===== src/cgt_pkg.sv =====
// Constants, state type and character helpers for the channel gate block.
// Assumes ASCII characters arrive one byte at a time from a UART on pclk.
package cgt_pkg;

  // ----------------------------------------------------------------
  // Characters
  // ----------------------------------------------------------------
  localparam logic [7:0] CH_LBRACE = 8'h7B;
  localparam logic [7:0] CH_RBRACE = 8'h7D;
  localparam logic [7:0] CH_DOLLAR = 8'h24;
  localparam logic [7:0] CH_HASH   = 8'h23;
  localparam logic [7:0] CH_STAR   = 8'h2A;
  localparam logic [7:0] CH_CR     = 8'h0D;
  localparam logic [7:0] CH_O      = 8'h4F;
  localparam logic [7:0] CH_C      = 8'h43;
  localparam logic [7:0] CH_W      = 8'h57;
  localparam logic [7:0] CH_E      = 8'h45;
  localparam logic [7:0] CH_S      = 8'h53;
  localparam logic [7:0] CH_U      = 8'h55;
  localparam logic [7:0] CH_R      = 8'h52;

  // ----------------------------------------------------------------
  // Register map and reset values
  // ----------------------------------------------------------------
  localparam logic [7:0]  REG_CTRL   = 8'h00;
  localparam logic [7:0]  REG_ADDR   = 8'h04;
  localparam logic [7:0]  REG_SETUP  = 8'h08;
  localparam logic [7:0]  REG_STATUS = 8'h0C;
  localparam logic [1:0]  CTRL_RST   = 2'h1;
  localparam logic [23:0] ADDR_RST   = 24'h31_3031;
  localparam logic [31:0] SETUP_RST  = 32'h3107_0000;
  localparam int          CTRL_EXT   = 0;
  localparam int          CTRL_FMT7  = 1;
  localparam int          SU_FILTER  = 4;
  localparam int          SU_TRANSP  = 5;
  localparam logic [3:0]  SU_DIGITS  = 4'h8;

  // ----------------------------------------------------------------
  // Responder character slots
  // ----------------------------------------------------------------
  localparam logic [3:0] RI_ADR0 = 4'h1;
  localparam logic [3:0] RI_ADR1 = 4'h2;
  localparam logic [3:0] RI_DAT0 = 4'h5;
  localparam logic [3:0] RI_DAT7 = 4'hC;
  localparam logic [3:0] RI_CKHI = 4'hD;
  localparam logic [3:0] RI_CKLO = 4'hE;
  localparam logic [3:0] RI_LAST = 4'hF;

  typedef enum logic [2:0] {
    ST_IDLE, ST_ADR1, ST_ADR2, ST_CMD1, ST_CMD2, ST_TAIL, ST_SKIP
  } cgt_state_e;

  function automatic logic is_hex(input logic [7:0] c);
    return (c >= 8'h30 && c <= 8'h39) || (c >= 8'h41 && c <= 8'h46);
  endfunction

  function automatic logic [3:0] hex2nib(input logic [7:0] c);
    return (c <= 8'h39) ? c[3:0] : 4'(c[3:0] + 4'h9);
  endfunction

  function automatic logic [7:0] nib2hex(input logic [3:0] n);
    return (n < 4'hA) ? {4'h3, n} : {4'h4, 4'(n - 4'h9)};
  endfunction

endpackage


===== src/cgt_resp_tx.sv =====
// Response sender: builds one reply line and streams it byte by byte.
// Assumes the consumer takes a byte on tx_valid and tx_ready both high.
`timescale 1ns/10ps
module cgt_resp_tx (
  // Clock and reset
  input  wire logic        pclk,
  input  wire logic        presetn,
  // Request
  input  wire logic        start,
  input  wire logic        long_form,
  input  wire logic        two_addr,
  input  wire logic [7:0]  a0,
  input  wire logic [7:0]  a1,
  input  wire logic [7:0]  c0,
  input  wire logic [7:0]  c1,
  input  wire logic        has_data,
  input  wire logic [31:0] data,
  output      logic        busy,
  // Byte stream
  input  wire logic        tx_ready,
  output      logic        tx_valid,
  output      logic [7:0]  tx_data
);

  logic        busy_ff, long_ff, two_ff, hasd_ff, tx_valid_ff;
  logic [3:0]  idx_ff;
  logic [7:0]  a0_ff, a1_ff, c0_ff, c1_ff, sum_ff, tx_data_ff, cur;
  logic [31:0] data_ff, dshift;
  logic        present, step;

  // Short form keeps only prompt, data and CR
  always_comb begin
    dshift  = data_ff >> {3'(4'hC - idx_ff), 2'b00};
    present = 1'b1;
    cur     = cgt_pkg::CH_CR;
    if (idx_ff == 4'h0) begin
      cur = cgt_pkg::CH_STAR;
    end else if (idx_ff == cgt_pkg::RI_ADR0) begin
      cur     = a0_ff;
      present = long_ff;
    end else if (idx_ff == cgt_pkg::RI_ADR1) begin
      cur     = a1_ff;
      present = long_ff && two_ff;
    end else if (idx_ff < cgt_pkg::RI_DAT0) begin
      cur     = idx_ff[0] ? c0_ff : c1_ff;
      present = long_ff;
    end else if (idx_ff <= cgt_pkg::RI_DAT7) begin
      cur     = cgt_pkg::nib2hex(dshift[3:0]);
      present = hasd_ff;
    end else if (idx_ff == cgt_pkg::RI_CKHI) begin
      cur     = cgt_pkg::nib2hex(sum_ff[7:4]);
      present = long_ff;
    end else if (idx_ff == cgt_pkg::RI_CKLO) begin
      cur     = cgt_pkg::nib2hex(sum_ff[3:0]);
      present = long_ff;
    end
    step = busy_ff && (!tx_valid_ff || tx_ready);
  end

  always_ff @(posedge pclk or negedge presetn) begin
    if (!presetn) begin
      busy_ff <= 1'b0;
      idx_ff  <= 4'h0;
      sum_ff  <= 8'h00;
    end else if (start && !busy_ff) begin
      busy_ff <= 1'b1;
      idx_ff  <= 4'h0;
      sum_ff  <= 8'h00;
    end else if (step) begin
      idx_ff <= 4'(idx_ff + 4'h1);
      if (idx_ff == cgt_pkg::RI_LAST) begin
        busy_ff <= 1'b0;
      end
      if (present && idx_ff < cgt_pkg::RI_CKHI) begin
        sum_ff <= 8'(sum_ff + cur);
      end
    end
  end

  // Fields held for the whole line so the parser may move on
  always_ff @(posedge pclk or negedge presetn) begin
    if (!presetn) begin
      {long_ff, two_ff, hasd_ff} <= 3'h0;
      {a0_ff, a1_ff, c0_ff, c1_ff} <= 32'h0000_0000;
      data_ff <= 32'h0000_0000;
    end else if (start && !busy_ff) begin
      {long_ff, two_ff, hasd_ff} <= {long_form, two_addr, has_data};
      {a0_ff, a1_ff, c0_ff, c1_ff} <= {a0, a1, c0, c1};
      data_ff <= data;
    end
  end

  always_ff @(posedge pclk or negedge presetn) begin
    if (!presetn) begin
      tx_valid_ff <= 1'b0;
      tx_data_ff  <= 8'h00;
    end else if (step) begin
      tx_valid_ff <= present;
      if (present) begin
        tx_data_ff <= cur;
      end
    end else if (tx_ready) begin
      tx_valid_ff <= 1'b0;
    end
  end

  assign busy     = busy_ff;
  assign tx_valid = tx_valid_ff;
  assign tx_data  = tx_data_ff;

endmodule


===== src/cgt_gate_ctl.sv =====
// Channel gate command interpreter with APB register access.
// Assumes a UART on pclk delivers received bytes and drains replies;
// the pins rts_pin and dflt_n_pin are asynchronous.
`timescale 1ns/10ps

// Operation
// - Any extended prompt closes the gate silently
// - Prompt plus own address alone opens gate
// - Long implied open echoes address, command, checksum
// - Appended module command opens and passes through
// - Short explicit close answers prompt only
// - Long explicit close answers echo and checksum
// - Explicit open answers like explicit close
// - Accept command checksums, answer with checksum in long form
// - Normal prompt starts address and command check
// - Transparent mode forwards all data unchanged
// - Ten-bit characters, seven-plus-parity or eight
// - Transparent mode provides RTS/CTS handshake
// - Transparent enable only via setup, any mode
// - Setup byte four: bit4 filter, bit5 transparent
// - Fallback pin: 300 baud, no parity, any address
// - Leaving transparent needs fallback mode first
// - Gate closed after reset
// - Long prompt echoes, short prompt answers minimally
// - Act only on own address: two characters extended, one normal
module cgt_gate_ctl (
  // Clock and reset
  input  wire logic        pclk,
  input  wire logic        presetn,
  // APB slave
  input  wire logic [7:0]  paddr,
  input  wire logic        psel,
  input  wire logic        penable,
  input  wire logic        pwrite,
  input  wire logic [31:0] pwdata,
  output      logic [31:0] prdata,
  output      logic        pready,
  output      logic        pslverr,
  // Received characters from modem side
  input  wire logic        rx_valid,
  input  wire logic [7:0]  rx_data,
  // Replies toward modem side
  input  wire logic        tx_ready,
  output      logic        tx_valid,
  output      logic [7:0]  tx_data,
  // Characters onto the RS-485 string
  output      logic        bus_valid,
  output      logic [7:0]  bus_data,
  // Pins and line format
  input  wire logic        rts_pin,
  output      logic        cts_pin,
  input  wire logic        dflt_n_pin,
  output      logic        baud_300,
  output      logic        char_fmt7
);

  // ----------------------------------------------------------------
  // State
  // ----------------------------------------------------------------
  cgt_pkg::cgt_state_e state_ff, nxt_state;
  logic [1:0]  ctrl_ff;
  logic [23:0] addr_ff;
  logic [31:0] setup_ff, arg_ff, rd_mux;
  logic [3:0]  argn_ff;
  logic [7:0]  a0_ff, a1_ff, c0_ff, c1_ff, ch, bus_data_ff;
  logic        gate_ff, we_arm_ff, long_ff, ext_cmd_ff, bus_valid_ff;
  logic [1:0]  rts_sync_ff, dflt_sync_ff;
  logic        cts_pin_ff, baud_300_ff, char_fmt7_ff;
  logic        pready_ff, pslverr_ff;
  logic [31:0] prdata_ff;
  logic        fallback, transp, pass_all, open_path, ext_prompt, norm_prompt;
  logic        fwd, do_close, do_open, imp_open, do_exec, match, resp_busy;
  logic        is_oc, is_cc, is_we, is_su, is_rs, su_ok, resp_go, apb_wr;

  // ----------------------------------------------------------------
  // Pin synchronisers
  // ----------------------------------------------------------------
  always_ff @(posedge pclk or negedge presetn) begin
    if (!presetn) begin
      rts_sync_ff  <= 2'b00;
      dflt_sync_ff <= 2'b11;
    end else begin
      rts_sync_ff  <= {rts_sync_ff[0], rts_pin};
      dflt_sync_ff <= {dflt_sync_ff[0], dflt_n_pin};
    end
  end

  assign fallback = !dflt_sync_ff[1];
  assign transp   = setup_ff[cgt_pkg::SU_TRANSP];
  // Fallback suspends pass-through so the setup stays reachable
  assign pass_all = transp && !fallback;

  // ----------------------------------------------------------------
  // Character classification
  // ----------------------------------------------------------------
  always_comb begin
    ch = rx_data;
    if (char_fmt7_ff) begin
      ch = {1'b0, rx_data[6:0]};
    end
  end

  assign ext_prompt  = ctrl_ff[cgt_pkg::CTRL_EXT] &&
                       (ch == cgt_pkg::CH_LBRACE || ch == cgt_pkg::CH_RBRACE);
  assign norm_prompt = ch == cgt_pkg::CH_DOLLAR || ch == cgt_pkg::CH_HASH;
  assign open_path   = !ctrl_ff[cgt_pkg::CTRL_EXT] || gate_ff;
  // Second address character sits above the first in the address register
  assign match       = fallback || (ext_cmd_ff ? ({ch, a0_ff} == addr_ff[23:8])
                                               : (ch == addr_ff[7:0]));
  assign is_oc = ext_cmd_ff && c0_ff == cgt_pkg::CH_O && c1_ff == cgt_pkg::CH_C;
  assign is_cc = ext_cmd_ff && c0_ff == cgt_pkg::CH_C && c1_ff == cgt_pkg::CH_C;
  assign is_we = c0_ff == cgt_pkg::CH_W && c1_ff == cgt_pkg::CH_E;
  assign is_su = c0_ff == cgt_pkg::CH_S && c1_ff == cgt_pkg::CH_U;
  assign is_rs = c0_ff == cgt_pkg::CH_R && c1_ff == cgt_pkg::CH_S;
  assign su_ok = we_arm_ff && argn_ff == cgt_pkg::SU_DIGITS &&
                 (arg_ff[cgt_pkg::SU_TRANSP] || !transp || fallback);

  // ----------------------------------------------------------------
  // Parser
  // ----------------------------------------------------------------
  always_comb begin
    nxt_state = state_ff;
    fwd       = 1'b0;
    do_close  = 1'b0;
    do_open   = 1'b0;
    imp_open  = 1'b0;
    do_exec   = 1'b0;
    if (rx_valid && pass_all) begin
      fwd = 1'b1;
    end else if (rx_valid && ext_prompt) begin
      do_close  = 1'b1;
      nxt_state = cgt_pkg::ST_ADR1;
    end else if (rx_valid) begin
      fwd = !ext_cmd_ff && open_path;
      case (state_ff)
        cgt_pkg::ST_IDLE: begin
          fwd = open_path;
          if (norm_prompt) begin
            nxt_state = cgt_pkg::ST_ADR2;
          end
        end
        cgt_pkg::ST_ADR1: nxt_state = cgt_pkg::ST_ADR2;
        cgt_pkg::ST_ADR2: nxt_state = match ? cgt_pkg::ST_CMD1 : cgt_pkg::ST_SKIP;
        cgt_pkg::ST_CMD1: begin
          nxt_state = cgt_pkg::ST_CMD2;
          if (ext_cmd_ff && ch == cgt_pkg::CH_CR) begin
            imp_open  = 1'b1;
            nxt_state = cgt_pkg::ST_IDLE;
          end else if (ext_cmd_ff && norm_prompt) begin
            do_open   = 1'b1;
            fwd       = 1'b1;
            nxt_state = cgt_pkg::ST_ADR2;
          end
        end
        cgt_pkg::ST_CMD2: nxt_state = cgt_pkg::ST_TAIL;
        cgt_pkg::ST_TAIL: begin
          if (ch == cgt_pkg::CH_CR) begin
            do_exec   = 1'b1;
            nxt_state = cgt_pkg::ST_IDLE;
          end
        end
        cgt_pkg::ST_SKIP: begin
          if (ch == cgt_pkg::CH_CR) begin
            nxt_state = cgt_pkg::ST_IDLE;
          end
        end
        default: nxt_state = cgt_pkg::ST_IDLE;
      endcase
    end
  end

  always_ff @(posedge pclk or negedge presetn) begin
    if (!presetn) begin
      state_ff <= cgt_pkg::ST_IDLE;
    end else begin
      state_ff <= nxt_state;
    end
  end

  // Prompt form, address and command letters of the current line
  always_ff @(posedge pclk or negedge presetn) begin
    if (!presetn) begin
      {long_ff, ext_cmd_ff} <= 2'b00;
      {a0_ff, a1_ff, c0_ff, c1_ff} <= 32'h0000_0000;
    end else if (rx_valid && !pass_all) begin
      if (ext_prompt) begin
        long_ff    <= ch == cgt_pkg::CH_RBRACE;
        ext_cmd_ff <= 1'b1;
      end else if (norm_prompt && (state_ff == cgt_pkg::ST_IDLE || do_open)) begin
        long_ff    <= ch == cgt_pkg::CH_HASH;
        ext_cmd_ff <= 1'b0;
      end else if (state_ff == cgt_pkg::ST_ADR1) begin
        a0_ff <= ch;
      end else if (state_ff == cgt_pkg::ST_ADR2) begin
        if (ext_cmd_ff) begin
          a1_ff <= ch;
        end else begin
          a0_ff <= ch;
        end
      end else if (state_ff == cgt_pkg::ST_CMD1) begin
        c0_ff <= ch;
      end else if (state_ff == cgt_pkg::ST_CMD2) begin
        c1_ff <= ch;
      end
    end
  end

  // Setup digits; trailing checksum digits beyond eight are ignored
  always_ff @(posedge pclk or negedge presetn) begin
    if (!presetn) begin
      arg_ff  <= 32'h0000_0000;
      argn_ff <= 4'h0;
    end else if (rx_valid && state_ff == cgt_pkg::ST_CMD2) begin
      argn_ff <= 4'h0;
    end else if (rx_valid && state_ff == cgt_pkg::ST_TAIL && cgt_pkg::is_hex(ch) &&
                 argn_ff < cgt_pkg::SU_DIGITS && !pass_all) begin
      arg_ff  <= {arg_ff[27:0], cgt_pkg::hex2nib(ch)};
      argn_ff <= 4'(argn_ff + 4'h1);
    end
  end

  // ----------------------------------------------------------------
  // Gate, write enable and setup
  // ----------------------------------------------------------------
  always_ff @(posedge pclk or negedge presetn) begin
    if (!presetn) begin
      gate_ff <= 1'b0;
    end else if (do_close || (do_exec && is_cc)) begin
      gate_ff <= 1'b0;
    end else if (do_open || imp_open || (do_exec && is_oc)) begin
      gate_ff <= 1'b1;
    end
  end

  // Any other executed command disarms the setup write
  always_ff @(posedge pclk or negedge presetn) begin
    if (!presetn) begin
      we_arm_ff <= 1'b0;
    end else if (do_exec || imp_open || do_open) begin
      we_arm_ff <= do_exec && is_we;
    end
  end

  // Serial setup works in normal and extended addressing alike
  always_ff @(posedge pclk or negedge presetn) begin
    if (!presetn) begin
      setup_ff <= cgt_pkg::SETUP_RST;
    end else if (do_exec && is_su && su_ok) begin
      setup_ff <= arg_ff;
    end
  end

  // ----------------------------------------------------------------
  // Outputs toward bus and pins
  // ----------------------------------------------------------------
  always_ff @(posedge pclk or negedge presetn) begin
    if (!presetn) begin
      bus_valid_ff <= 1'b0;
      bus_data_ff  <= 8'h00;
    end else begin
      bus_valid_ff <= fwd;
      if (fwd) begin
        bus_data_ff <= rx_data;
      end
    end
  end

  // Handshake only meaningful while passing raw traffic
  always_ff @(posedge pclk or negedge presetn) begin
    if (!presetn) begin
      cts_pin_ff   <= 1'b0;
      baud_300_ff  <= 1'b0;
      char_fmt7_ff <= 1'b0;
    end else begin
      cts_pin_ff   <= pass_all && rts_sync_ff[1];
      baud_300_ff  <= fallback;
      char_fmt7_ff <= ctrl_ff[cgt_pkg::CTRL_FMT7] && !fallback;
    end
  end

  // ----------------------------------------------------------------
  // Replies
  // ----------------------------------------------------------------
  assign resp_go = imp_open || (do_exec && (is_oc || is_cc || is_we || is_rs ||
                                            (is_su && su_ok)));

  cgt_resp_tx u_resp (
    .pclk      (pclk),
    .presetn   (presetn),
    .start     (resp_go),
    .long_form (long_ff),
    .two_addr  (ext_cmd_ff),
    .a0        (a0_ff),
    .a1        (a1_ff),
    .c0        (imp_open ? cgt_pkg::CH_O : c0_ff),
    .c1        (imp_open ? cgt_pkg::CH_C : c1_ff),
    .has_data  (do_exec && is_rs),
    .data      (setup_ff),
    .busy      (resp_busy),
    .tx_ready  (tx_ready),
    .tx_valid  (tx_valid),
    .tx_data   (tx_data)
  );

  // ----------------------------------------------------------------
  // APB slave, no wait states
  // ----------------------------------------------------------------
  always_comb begin
    case (paddr)
      cgt_pkg::REG_CTRL:   rd_mux = {30'h0, ctrl_ff};
      cgt_pkg::REG_ADDR:   rd_mux = {8'h00, addr_ff};
      cgt_pkg::REG_SETUP:  rd_mux = setup_ff;
      cgt_pkg::REG_STATUS: rd_mux = {27'h0, we_arm_ff, fallback,
                                     setup_ff[cgt_pkg::SU_FILTER], transp, gate_ff};
      default:             rd_mux = 32'h0000_0000;
    endcase
  end

  assign apb_wr = psel && penable && pready_ff && pwrite && !pslverr_ff;

  always_ff @(posedge pclk or negedge presetn) begin
    if (!presetn) begin
      pready_ff  <= 1'b0;
      pslverr_ff <= 1'b0;
      prdata_ff  <= 32'h0000_0000;
    end else begin
      pready_ff  <= psel && !penable;
      pslverr_ff <= psel && !penable && paddr > cgt_pkg::REG_STATUS;
      if (psel && !penable && !pwrite) begin
        prdata_ff <= rd_mux;
      end
    end
  end

  always_ff @(posedge pclk or negedge presetn) begin
    if (!presetn) begin
      ctrl_ff <= cgt_pkg::CTRL_RST;
      addr_ff <= cgt_pkg::ADDR_RST;
    end else if (apb_wr && paddr == cgt_pkg::REG_CTRL) begin
      ctrl_ff <= pwdata[1:0];
    end else if (apb_wr && paddr == cgt_pkg::REG_ADDR) begin
      addr_ff <= pwdata[23:0];
    end
  end

  assign prdata    = prdata_ff;
  assign pready    = pready_ff;
  assign pslverr   = pslverr_ff;
  assign bus_valid = bus_valid_ff;
  assign bus_data  = bus_data_ff;
  assign cts_pin   = cts_pin_ff;
  assign baud_300  = baud_300_ff;
  assign char_fmt7 = char_fmt7_ff;
endmodule


===== config.mk =====
export PLATFORM = sky130hd
export DESIGN_NAME = cgt_gate_ctl
export DESIGN_NICKNAME = d
export VERILOG_FILES = /design/src/cgt_pkg.sv /design/src/cgt_resp_tx.sv /design/src/cgt_gate_ctl.sv
export SDC_FILE = /design/constraint.sdc
export NUM_CORES = 1
export LEC_CHECK = 0
export BUFFER_PORTS_ARGS = -buffer_cell sky130_fd_sc_hd__buf_2
export CORE_MARGIN = 1.5
export CORE_UTILIZATION = 55
export DETAILED_ROUTE_END_ITERATION = 8
export PLACE_DENSITY = 0.73
export SYNTH_ARGS = -nofsm -noshare
export SYNTH_HDL_FRONTEND = slang
export SYNTH_SLANG_ARGS = --single-unit

===== constraint.sdc =====
create_clock -name pclk -period 5 [get_ports pclk]
set_input_delay 1 -clock pclk [delete_from_list [all_inputs] [get_ports pclk]]
set_output_delay 1 -clock pclk [all_outputs]
set_load 0.02 [all_outputs]

== Word-level counts from Yosys, hierarchy flattened ==
Cells that the tools add are included.
Word-level totals
  word-level logic and storage cells: 278
  flip-flop bits (word level): 272
  input bits: 57
  output and inout bits: 55
Operators by class
  mux-type cells: 77
  bitwise gates (word level): 8
  shifts and indexed selects: 1
  magnitude comparators: 12
  add/subtract/negate cells: 8
  reduce and logical (&&, ||, !) cells: 101
  equality and inequality tests: 34
Operators with widths (number)
  $mux W8: 17
  $pmux W32 S4: 1
  $eq A8 B7 Y1 const B: 11
  $logic_and A1 B1 Y1: 48
  $mux W1: 42
  $shr A32 B5 Y4: 1
  $eq A8 B4 Y1 const B: 3
  $mux W3: 7
  $mux W7: 3
  $lt A4 B4 Y1 const B: 5
  $mux W4: 5
  $logic_or A1 B1 Y1: 19
  $pmux W3 S6: 1
  $reduce_bool A2 Y1: 9
  $eq A16 B16 Y1: 1
  $eq A4 B4 Y1 const B: 4
  $eq A8 B6 Y1 const B: 2
  $reduce_and A2 Y1: 6
  $reduce_and A6 Y1: 2
  $sub A4 B4 Y4 const B: 3
  $logic_not A1 Y1: 10
  $eq A3 B3 Y1 const B: 3
  $add A4 B1 Y4 const B: 2
  $add A8 B8 Y8: 1
  other kinds (27): 35

== Longest topological paths before layout ==
Gate-level depths: netlist of run 1.
  word-level depth: 14
  depth in mapped cells: 21
  gate-level depth less buffers: 18

== Cells and area by module ==
A second synthesis of run 1 with hierarchy kept.
Unflattened totals
  cell total of the unflattened synthesis: 1204
  area total of the unflattened synthesis: 13223.9 um^2
Modules (own cells, without submodules)
  cgt_gate_ctl: instances 1, cells each 657, area each 8420.6 um^2, seq. area each 4600.7 um^2
  cgt_resp_tx: instances 1, cells each 547, area each 4803.4 um^2, seq. area each 2227.1 um^2

== Worst setup path after synthesis of run 1 ==
No wires, ideal clock.
  kind: reg-to-reg
  start: register u_resp.idx_ff[0]
  end: register u_resp.sum_ff[7]
  slack: 0.564 ns
  clock period less this slack: 4.436 ns
  library setup time: 0.077 ns
  data required time: 4.923 ns
  arrival: 4.359 ns
  buffers on the path: 4
  cell stages (with the launch flop): 21
  cells stage by stage: dfrtp_1 > buf_2 > inv_1 > ha_1 > buf_2 > buf_2 > buf_2 > mux4_2 > mux2i_1 > ha_1 > nor3b_1 > mux2i_1 > o21ai_0 > a31o_2 > ha_1 > a21oi_1 > o21bai_1 > a2111oi_0 > o211ai_1 > a21o_1 > a21oi_1
Between the ends
  cells in the longest elaborated chain, start to end: 13
  elaborated cells between the ends (all ways): 35
  classes of those cells: add/sub: 3; order compare: 4; eq/ne: 4; shift: 1; mux: 19; reduce/logical: 4
RTL lines
  start, declared: line cgt_resp_tx.sv:26  | logic [3:0] idx_ff;
  start signal, assigned: line cgt_resp_tx.sv:70  | idx_ff <= 4'(idx_ff + 4'h1);
  $sub A3 B3 Y3: line cgt_resp_tx.sv:33  | dshift = data_ff >> {3'(4'hC - idx_ff), 2'b00};
  $shr A32 B5 Y4: line cgt_resp_tx.sv:33
  $sub A4 B4 Y4 or $lt A4 B4 Y1 (tied branches): line cgt_pkg.sv:62  | return (n < 4'hA) ? {4'h3, n} : {4'h4, 4'(n - 4'h9)};
  $mux W7: line cgt_pkg.sv:62
  $mux W8: line cgt_resp_tx.sv:47  | end else if (idx_ff <= cgt_pkg::RI_DAT7) begin
  $mux W8: line cgt_resp_tx.sv:44  | end else if (idx_ff < cgt_pkg::RI_DAT0) begin
  $mux W8: line cgt_resp_tx.sv:41  | end else if (idx_ff == cgt_pkg::RI_ADR1) begin
  $mux W8: line cgt_resp_tx.sv:38  | end else if (idx_ff == cgt_pkg::RI_ADR0) begin
  $mux W8 (*): line cgt_resp_tx.sv:36  | if (idx_ff == 4'h0) begin
  via u_resp.cur[2]: line cgt_resp_tx.sv:27  | logic [7:0] a0_ff, a1_ff, c0_ff, c1_ff, sum_ff, tx_data_ff, cur;
  $add A8 B8 Y8 (*): line cgt_resp_tx.sv:75  | sum_ff <= 8'(sum_ff + cur);
  $mux W8 (*): line cgt_resp_tx.sv:74  | if (present && idx_ff < cgt_pkg::RI_CKHI) begin
  $mux W8 (*): line cgt_resp_tx.sv:69  | end else if (step) begin
  $mux W8 (*): line cgt_resp_tx.sv:65  | end else if (start && !busy_ff) begin
  end signal, assigned: line cgt_resp_tx.sv:75
  end, declared: line cgt_resp_tx.sv:27
Mark *: on every way through the listed nets, which the timed path passes. The rest lies on a longest branch. The select of a mux whose other input is x is not followed.
A chain may end at the register's enable or synchronous reset.

== Worst setup path after layout of run 1 ==
  start: register u_resp.idx_ff[2]
  end: register u_resp.sum_ff[7]
The elaborated chain is that of the path after synthesis.

==> results of run 1 <==
[worst max-delay path: cells and delay by family, from the launching register on]
kind | cells | cell delay, ns
fa+ha+maj | 1 | 0.25
flops | 1 | 0.75
xor+xnor | 2 | 0.72
mux | 1 | 0.60
compound gates | 9 | 1.95
simple gates | 1 | 0.24
[per-layer routing]
| metal | vias up | GRT usage, % | part of all wire (%) |
|---|---|---|---|
| met5 | - | 0 | 0 |
| met4 | 0 | 10.3 | 4.0 |
| met3 | 84 | 3.30 | 4.7 |
| met2 | 265 | 40.1 | 47 |
| met1 | 4522 | 36.0 | 45 |
| li1 | 4122 | - | - |
[metrics by stage]
stage | hold slack (ns) | instances | setup slack, ns | instance area (µm²) | util, %
3_5_place_dp | 0.337 | 1473 | 0.508 | 13700 | 60.0
4_1_cts | 0.350 | 1525 | 0.487 | 14600 | 64.0
6_report | 0.349 | 1525 | 0.396 | 14600 | 64.0
5_1_grt | 0.366 | 1525 | 0.0898 | 14600 | 64.0
2_1_floorplan | 0.331 | 1104 | 0.564 | 12900 | -
3_3_place_gp | 0.334 | 1473 | 0.552 | 13700 | 60.0
[cell usage after synthesis (4+ instances only)]
| library cell | count |
|---|---|
| dfrtp_1 | 255 |
| mux2_2 | 177 |
| nor2_1 | 90 |
| nand2_1 | 80 |
| a21oi_1 | 47 |
| o21ai_0 | 34 |
| inv_1 | 27 |
| nand3_1 | 26 |
| a221oi_1 | 24 |
| buf_2 | 24 |
| clkbuf_1 | 24 |
| xor2_1 | 22 |
| mux2i_1 | 20 |
| ha_1 | 19 |
| xnor2_1 | 19 |
| nor3_1 | 18 |
| dfstp_2 | 17 |
| nor2b_1 | 16 |
| mux4_2 | 9 |
| o211ai_1 | 9 |
| nand4_1 | 8 |
| nor3b_1 | 8 |
| nand2b_1 | 7 |
| or3_1 | 7 |
| a211oi_1 | 6 |
| a31oi_1 | 6 |
| and2_1 | 6 |
| buf_1 | 6 |
| nor4_1 | 6 |
| or2_2 | 6 |
| a21o_1 | 5 |
| buf_6 | 5 |
| mux2_1 | 5 |
| and3_1 | 4 |
| buf_4 | 4 |
| o22ai_1 | 4 |
| o31ai_1 | 4 |
[kinds of logic after synthesis]
| group | count (synthesis) | synth area share [%] |
|---|---|---|
| AOI/OAI and AO/OA | 170 | 8.81 |
| xor gates and xnor gates | 42 | 2.90 |
| adders and majority gates | 20 | 1.99 |
| buffers and inverters | 91 | 3.29 |
| DFF | 272 | 52.7 |
| muxes | 211 | 18.9 |
| and+or+nand+nor | 298 | 11.4 |
[worst max path at each step]
| stage | end | from | slack (ns) | cells past startpoint |
|---|---|---|---|---|
| floorplan | u_resp.sum_ff[7] | u_resp.idx_ff[0] | 0.56 | 20 |
| finish | u_resp.sum_ff[7] | u_resp.idx_ff[2] | 0.40 | 14 |
| global placement | u_resp.sum_ff[7] | u_resp.idx_ff[2] | 0.55 | 14 |
| detailed placement | u_resp.sum_ff[7] | u_resp.idx_ff[2] | 0.51 | 14 |
| CTS | u_resp.sum_ff[7] | u_resp.idx_ff[2] | 0.49 | 14 |
| global route | u_resp.sum_ff[7] | u_resp.idx_ff[2] | 0.09 | 14 |
[state kept, by name, indices dropped and copies added, names as in the netlist, 24 cells and up]
| name | flops |
|---|---|
| addr_ff | 24 |
| u_resp.data_ff | 32 |
| arg_ff | 32 |
| prdata | 32 |
| setup_ff | 32 |
[layout make-up]
| cell class | count | area [µm²] |
|---|---|---|
| tap | 313 | 392 |
| multi-input combinational | 741 | 5720 |
| inverter | 27 | 101 |
| clock buffer | 43 | 848 |
| fill | 1821 | 8220 |
| timing repair buffer | 120 | 666 |
| sequential | 272 | 6830 |
| clock inverter | 9 | 77.6 |
[cells in the final DEF, fill, tap and decap left out, types with 4 or more instances in the layout]
cell / Yosys / routed
nand4_1: 8 / 8
o211ai_1: 9 / 9
nor3_1: 18 / 18
nor4_1: 6 / 6
mux4_2: 9 / 9
or2_2: 6 / 6
clkinv_2: 0 / 5
a221oi_1: 24 / 24
a21o_1: 5 / 5
dfstp_2: 17 / 17
xnor2_1: 19 / 19
dfrtp_1: 255 / 255
buf_2: 24 / 102
clkbuf_16: 0 / 29
mux2_1: 5 / 5
o21ai_0: 34 / 34
mux2_2: 177 / 177
and2_1: 6 / 6
clkbuf_1: 24 / 7
a31oi_1: 6 / 6
a21oi_1: 47 / 47
nand2_1: 80 / 80
o31ai_1: 4 / 4
or3_1: 7 / 7
inv_1: 27 / 27
xor2_1: 22 / 22
ha_1: 19 / 19
nand2b_1: 7 / 7
clkbuf_8: 0 / 7
mux2i_1: 20 / 20
nor2_1: 90 / 89
o22ai_1: 4 / 4
nand3_1: 26 / 26
nor3b_1: 8 / 7
nor2b_1: 16 / 16
buf_4: 4 / 16
and3_1: 4 / 4
a211oi_1: 6 / 5
[report_power, final]
part	internal, mW	switching [mW]	total [mW]
sequential	2.37	0.175	2.54
combinational	0.260	0.311	0.571
clock	1.22	0.846	2.06
total	3.85	1.33	5.18
==> run_results.csv, run 1 <==
group,metric,value,unit
run_status,outcome,"completed",
grt,grt_overflow,0,
setup_path,cp-end-kind,"flop",
setup_path,arrival,5.07,ns
clock_tree,path_clk_slew,0.06,ns
grt,grt_max_degree,123,
yosys,syn_inst,1104,
yosys,synth_top_cell_area_share,49.3,%
yosys,yosys-top-cells-area,"dfrtp_1 49%, mux2_2 15%, dfstp_2 3.4%, nor2_1 2.6%, nand2_1 2.3%",
placed_design,dp_hpwl,20600,µm
yosys,synth_edf_count,0,
grt,antenna_found_initial,0,
setup_path,cpMaxStageDelayCell,"dfrtp_1",
setup_path,r2r_slack,0.40,ns
yosys,avgSynthCellArea,11.7,µm²
routing,first_iter_violations,540,
floorplanning,die_h,156,µm
floorplanning,fp-row-count,55,
flow_run,maxCapViolations,0,
yosys,yosys_warnings,0,
placed_design,routabilityCongestion,0.928,
setup_path,worstPathCellList,"xor2_2 > mux4_2 > nand2b_1 > xnor2_1 > a211o_1 > a21oi_1 > ha_1 > a21o_1 > a21oi_1 > o21bai_1 > a2111oi_0 > o211ai_1 > a21o_1 > a21oi_1",
grt,grt_pass1_vias,8846,
clock_tree,postCtsHoldBufs,0,
setup_path,cp.required,5.46,ns
grt,gr-usage-all-layers,25.5,%
sta,finalSetupViolations,0,
yosys,ys_types,72,
routing,wl_per_cell,19.7,µm
yosys,synth-seq-cells,272,
setup_path,rr_worst_depth,14,
clock_tree,cts_resized,0,
clock_tree,cts-buffers-inserted,28,
min_path,hold_class,"flop to flop",
sta,rsz0062_at_grt,"no",
floorplanning,core_area,22800,µm²
placed_design,portBuffers,103,
sta,fin_skew,0.00977,ns
final_layout,final_nets,1267,
yosys,async_flop_share,100,%
setup_path,crit_fanout,16,
yosys,ys_seq_area_share,52.7,%
grt,grt_first_pass_wirelength,48500,µm
sta,setup_tns,0,ns
setup_path,cpPeakStageDelay,0.75,ns
yosys,synth_nets,1181,
min_path,worstHoldPathCells,0,
floorplanning,die_area,24500,µm²
power,power,5.18,mW
clock_tree,cts_buffer_depth,3,
floorplanning,die_w,156,µm
sta,drv_slew,0,
power,p_leak,7.02,nW
final_layout,layout-drive-gt1-share,32.0,%
clock_tree,ctsHtreeMaxLevel,1,
sta,fmax,217,MHz
sta,min_period,4.60,ns
setup_path,reg2reg_from,"u_resp.idx_ff[2]",
sta,tightest_slew,0.910,ns
sta,fin_crit_sh,92.1,%
power,p_per_area,354,nW/µm²
final_layout,antenna_cells,0,
yosys,ys_dominant_reg_cell,"dfrtp_1",
final_layout,areaGrowthSynthToFinish,13.0,%
setup_path,worst-setup-path-type,"flop to flop",
routing,drc_errors,0,
clock_tree,insertion_delay,0.55,ns
sta,finalHoldViolCount,0,
min_path,hold_start,"rts_sync_ff[0]",
routing,dr.pass1.iters,5,
clock_tree,clockRootBuffer,"clkbuf_16",
setup_path,cp_common_cell,"a21oi_1",
routing,wirelength,30100,µm
floorplanning,initial_utilization,56.7,%
setup_path,regToRegEndpoint,"u_resp.sum_ff[7]",
power,peakVddDrop,0.289,mV
floorplanning,ios,112,
min_path,whs_endpoint,"rts_sync_ff[1]",
routing,ant_nets,0,
setup_path,start_kind,"flop",
clock_tree,cts_tree,"done",
routing,vias,8993,
yosys,netlist_area,12900,µm²
routing,avgViaCountPerCell,5.90,
sta,slew_headroom,39.3,%
clock_tree,clock_sinks,272,
clock_tree,post_cts_buffers,0,
yosys,yosys.area.top_type,"dfrtp_1",
(Power assumes the default switching activity.)
==> run 2, diff against run 1 <==
--- a/config.mk
+++ b/config.mk
@@ -9,6 +9,7 @@
 export CORE_MARGIN = 1.5
 export CORE_UTILIZATION = 55
 export DETAILED_ROUTE_END_ITERATION = 8
+export MAX_ROUTING_LAYER = met4
 export PLACE_DENSITY = 0.73
 export SYNTH_ARGS = -nofsm -noshare
 export SYNTH_HDL_FRONTEND = slang
==> run_results.csv, run 2 (synthesis results as in run 1) <==
group,metric,value,unit
run_status,outcome,"completed",
sta,fmax,218,MHz
clock_tree,ctsHtreeMaxLevel,1,
floorplanning,core_area,22800,µm²
final_layout,areaGrowthSynthToFinish,13.3,%
min_path,hold_class,"flop to flop",
routing,vias,8861,
flow_run,maxCapViolations,0,
sta,finalSetupViolations,0,
grt,grt_overflow,0,
sta,min_period,4.59,ns
min_path,whs_endpoint,"rts_sync_ff[1]",
sta,drv_slew,0,
clock_tree,cts_buffer_depth,3,
clock_tree,post_cts_buffers,0,
routing,wl_per_cell,20.0,µm
sta,finalHoldViolCount,0,
sta,rsz0062_at_grt,"no",
setup_path,start_kind,"flop",
setup_path,cp.required,5.47,ns
grt,gr-usage-all-layers,26.6,%
setup_path,worst-setup-path-type,"flop to flop",
clock_tree,clock_sinks,272,
sta,tightest_slew,0.750,ns
setup_path,cp-end-kind,"flop",
clock_tree,postCtsHoldBufs,0,
sta,setup_tns,0,ns
setup_path,regToRegEndpoint,"u_resp.sum_ff[7]",
final_layout,final_util,64.2,%
floorplanning,initial_utilization,56.7,%
floorplanning,die_h,156,µm
setup_path,reg2reg_from,"u_resp.idx_ff[1]",
clock_tree,insertion_delay,0.54,ns
clock_tree,cts-buffers-inserted,28,
sta,fin_skew,0.00790,ns
routing,drc_errors,0,
clock_tree,path_clk_slew,0.06,ns
sta,worst_slack,0.410,ns
routing,avgViaCountPerCell,5.82,
routing,wirelength,30400,µm
placed_design,place_inst,1472,
floorplanning,fp-row-count,55,
routing,ant_nets,0,
placed_design,dp_hpwl,20600,µm
final_layout,layout-drive-gt1-share,32.1,%
grt,grt_pass1_vias,9045,
clock_tree,cts_resized,0,
floorplanning,die_area,24500,µm²
min_path,worstHoldPathCells,0,
final_layout,final_cell_mix,"255 x dfrtp_1, 177 x mux2_2, 102 x buf_2",
power,p_per_area,359,nW/µm²
clock_tree,cts_tree,"done",
placed_design,routabilityCongestion,0.932,
min_path,hold_start,"rts_sync_ff[0]",
power,p_leak,7.04,nW
placed_design,pre_cts_ws,0.454,ns
routing,dr.pass1.iters,5,
routing,first_iter_violations,540,
grt,grt_first_pass_wirelength,49100,µm
sta,fin_crit_sh,91.8,%
final_layout,final_nets,1266,
setup_path,arrival,5.06,ns
sta,slew_headroom,50.0,%
final_layout,antenna_cells,0,
final_layout,stdcell_count,1523,
placed_design,portBuffers,103,
floorplanning,die_w,156,µm
grt,antenna_found_initial,0,
power,peakVddDrop,0.304,mV
setup_path,crit_fanout,10,
grt,grt_max_degree,105,
setup_path,rr_worst_depth,16,
floorplanning,ios,112,
setup_path,r2r_slack,0.41,ns
final_layout,final_common_cell,"dfrtp_1",
clock_tree,clockRootBuffer,"clkbuf_16",
[run 2: final cells by class]
cell class                 instances  area [µm²]
multi-input combinational        741        5720
fill                            1844        8180
inverter                          27         101
tap                              313         392
clock inverter                    13         153
timing repair buffer             119         671
sequential                       272        6830
clock buffer                      38         810
[run 2: metal layers]
metal	part of all wire (%)	track usage, %
met1	45	36.2
met2	47	42.0
met3	4.7	3.38
met4	2.8	7.89
met5	0	-
[run 2: power breakdown]
group          internal (mW)  total (mW)  switching (mW)
logic                  0.259       0.569           0.310
registers               2.37        2.55           0.177
clock network           1.29        2.16           0.871
total                   3.92        5.27            1.36
[run 2: worst max-delay path by stage]
stage                       endpoint             start  slack (ns)
global route        u_resp.sum_ff[7]  u_resp.idx_ff[1]        0.11
CTS                 u_resp.sum_ff[7]  u_resp.idx_ff[1]        0.44
finish              u_resp.sum_ff[7]  u_resp.idx_ff[1]        0.41
detailed placement  u_resp.sum_ff[7]  u_resp.idx_ff[1]        0.45
floorplan           u_resp.sum_ff[7]  u_resp.idx_ff[0]        0.56
global placement    u_resp.sum_ff[7]  u_resp.idx_ff[1]        0.57
[run 2: worst max-delay path, stage by stage (launching register included)]
cell,delay (ns)
dfrtp_1,0.41
inv_1,0.12
ha_1,0.22
xor2_2,0.50
mux4_2,0.61
nand2b_1,0.25
xnor2_1,0.21
a211o_1,0.20
a21oi_1,0.08
ha_1,0.25
a21o_1,0.18
a21oi_1,0.23
o21bai_1,0.13
a2111oi_0,0.57
o211ai_1,0.21
a21o_1,0.22
a21oi_1,0.13
[run 2: through the flow]
stage	power, mW	instance area [µm²]	hold WS (ns)
after global routing	5.48	14700	0.354
after global placement	3.12	13700	0.334
after detailed placement	3.15	13700	0.335
final	5.27	14700	0.348
after CTS	5.31	14700	0.348
after floorplan	2.93	12900	0.331
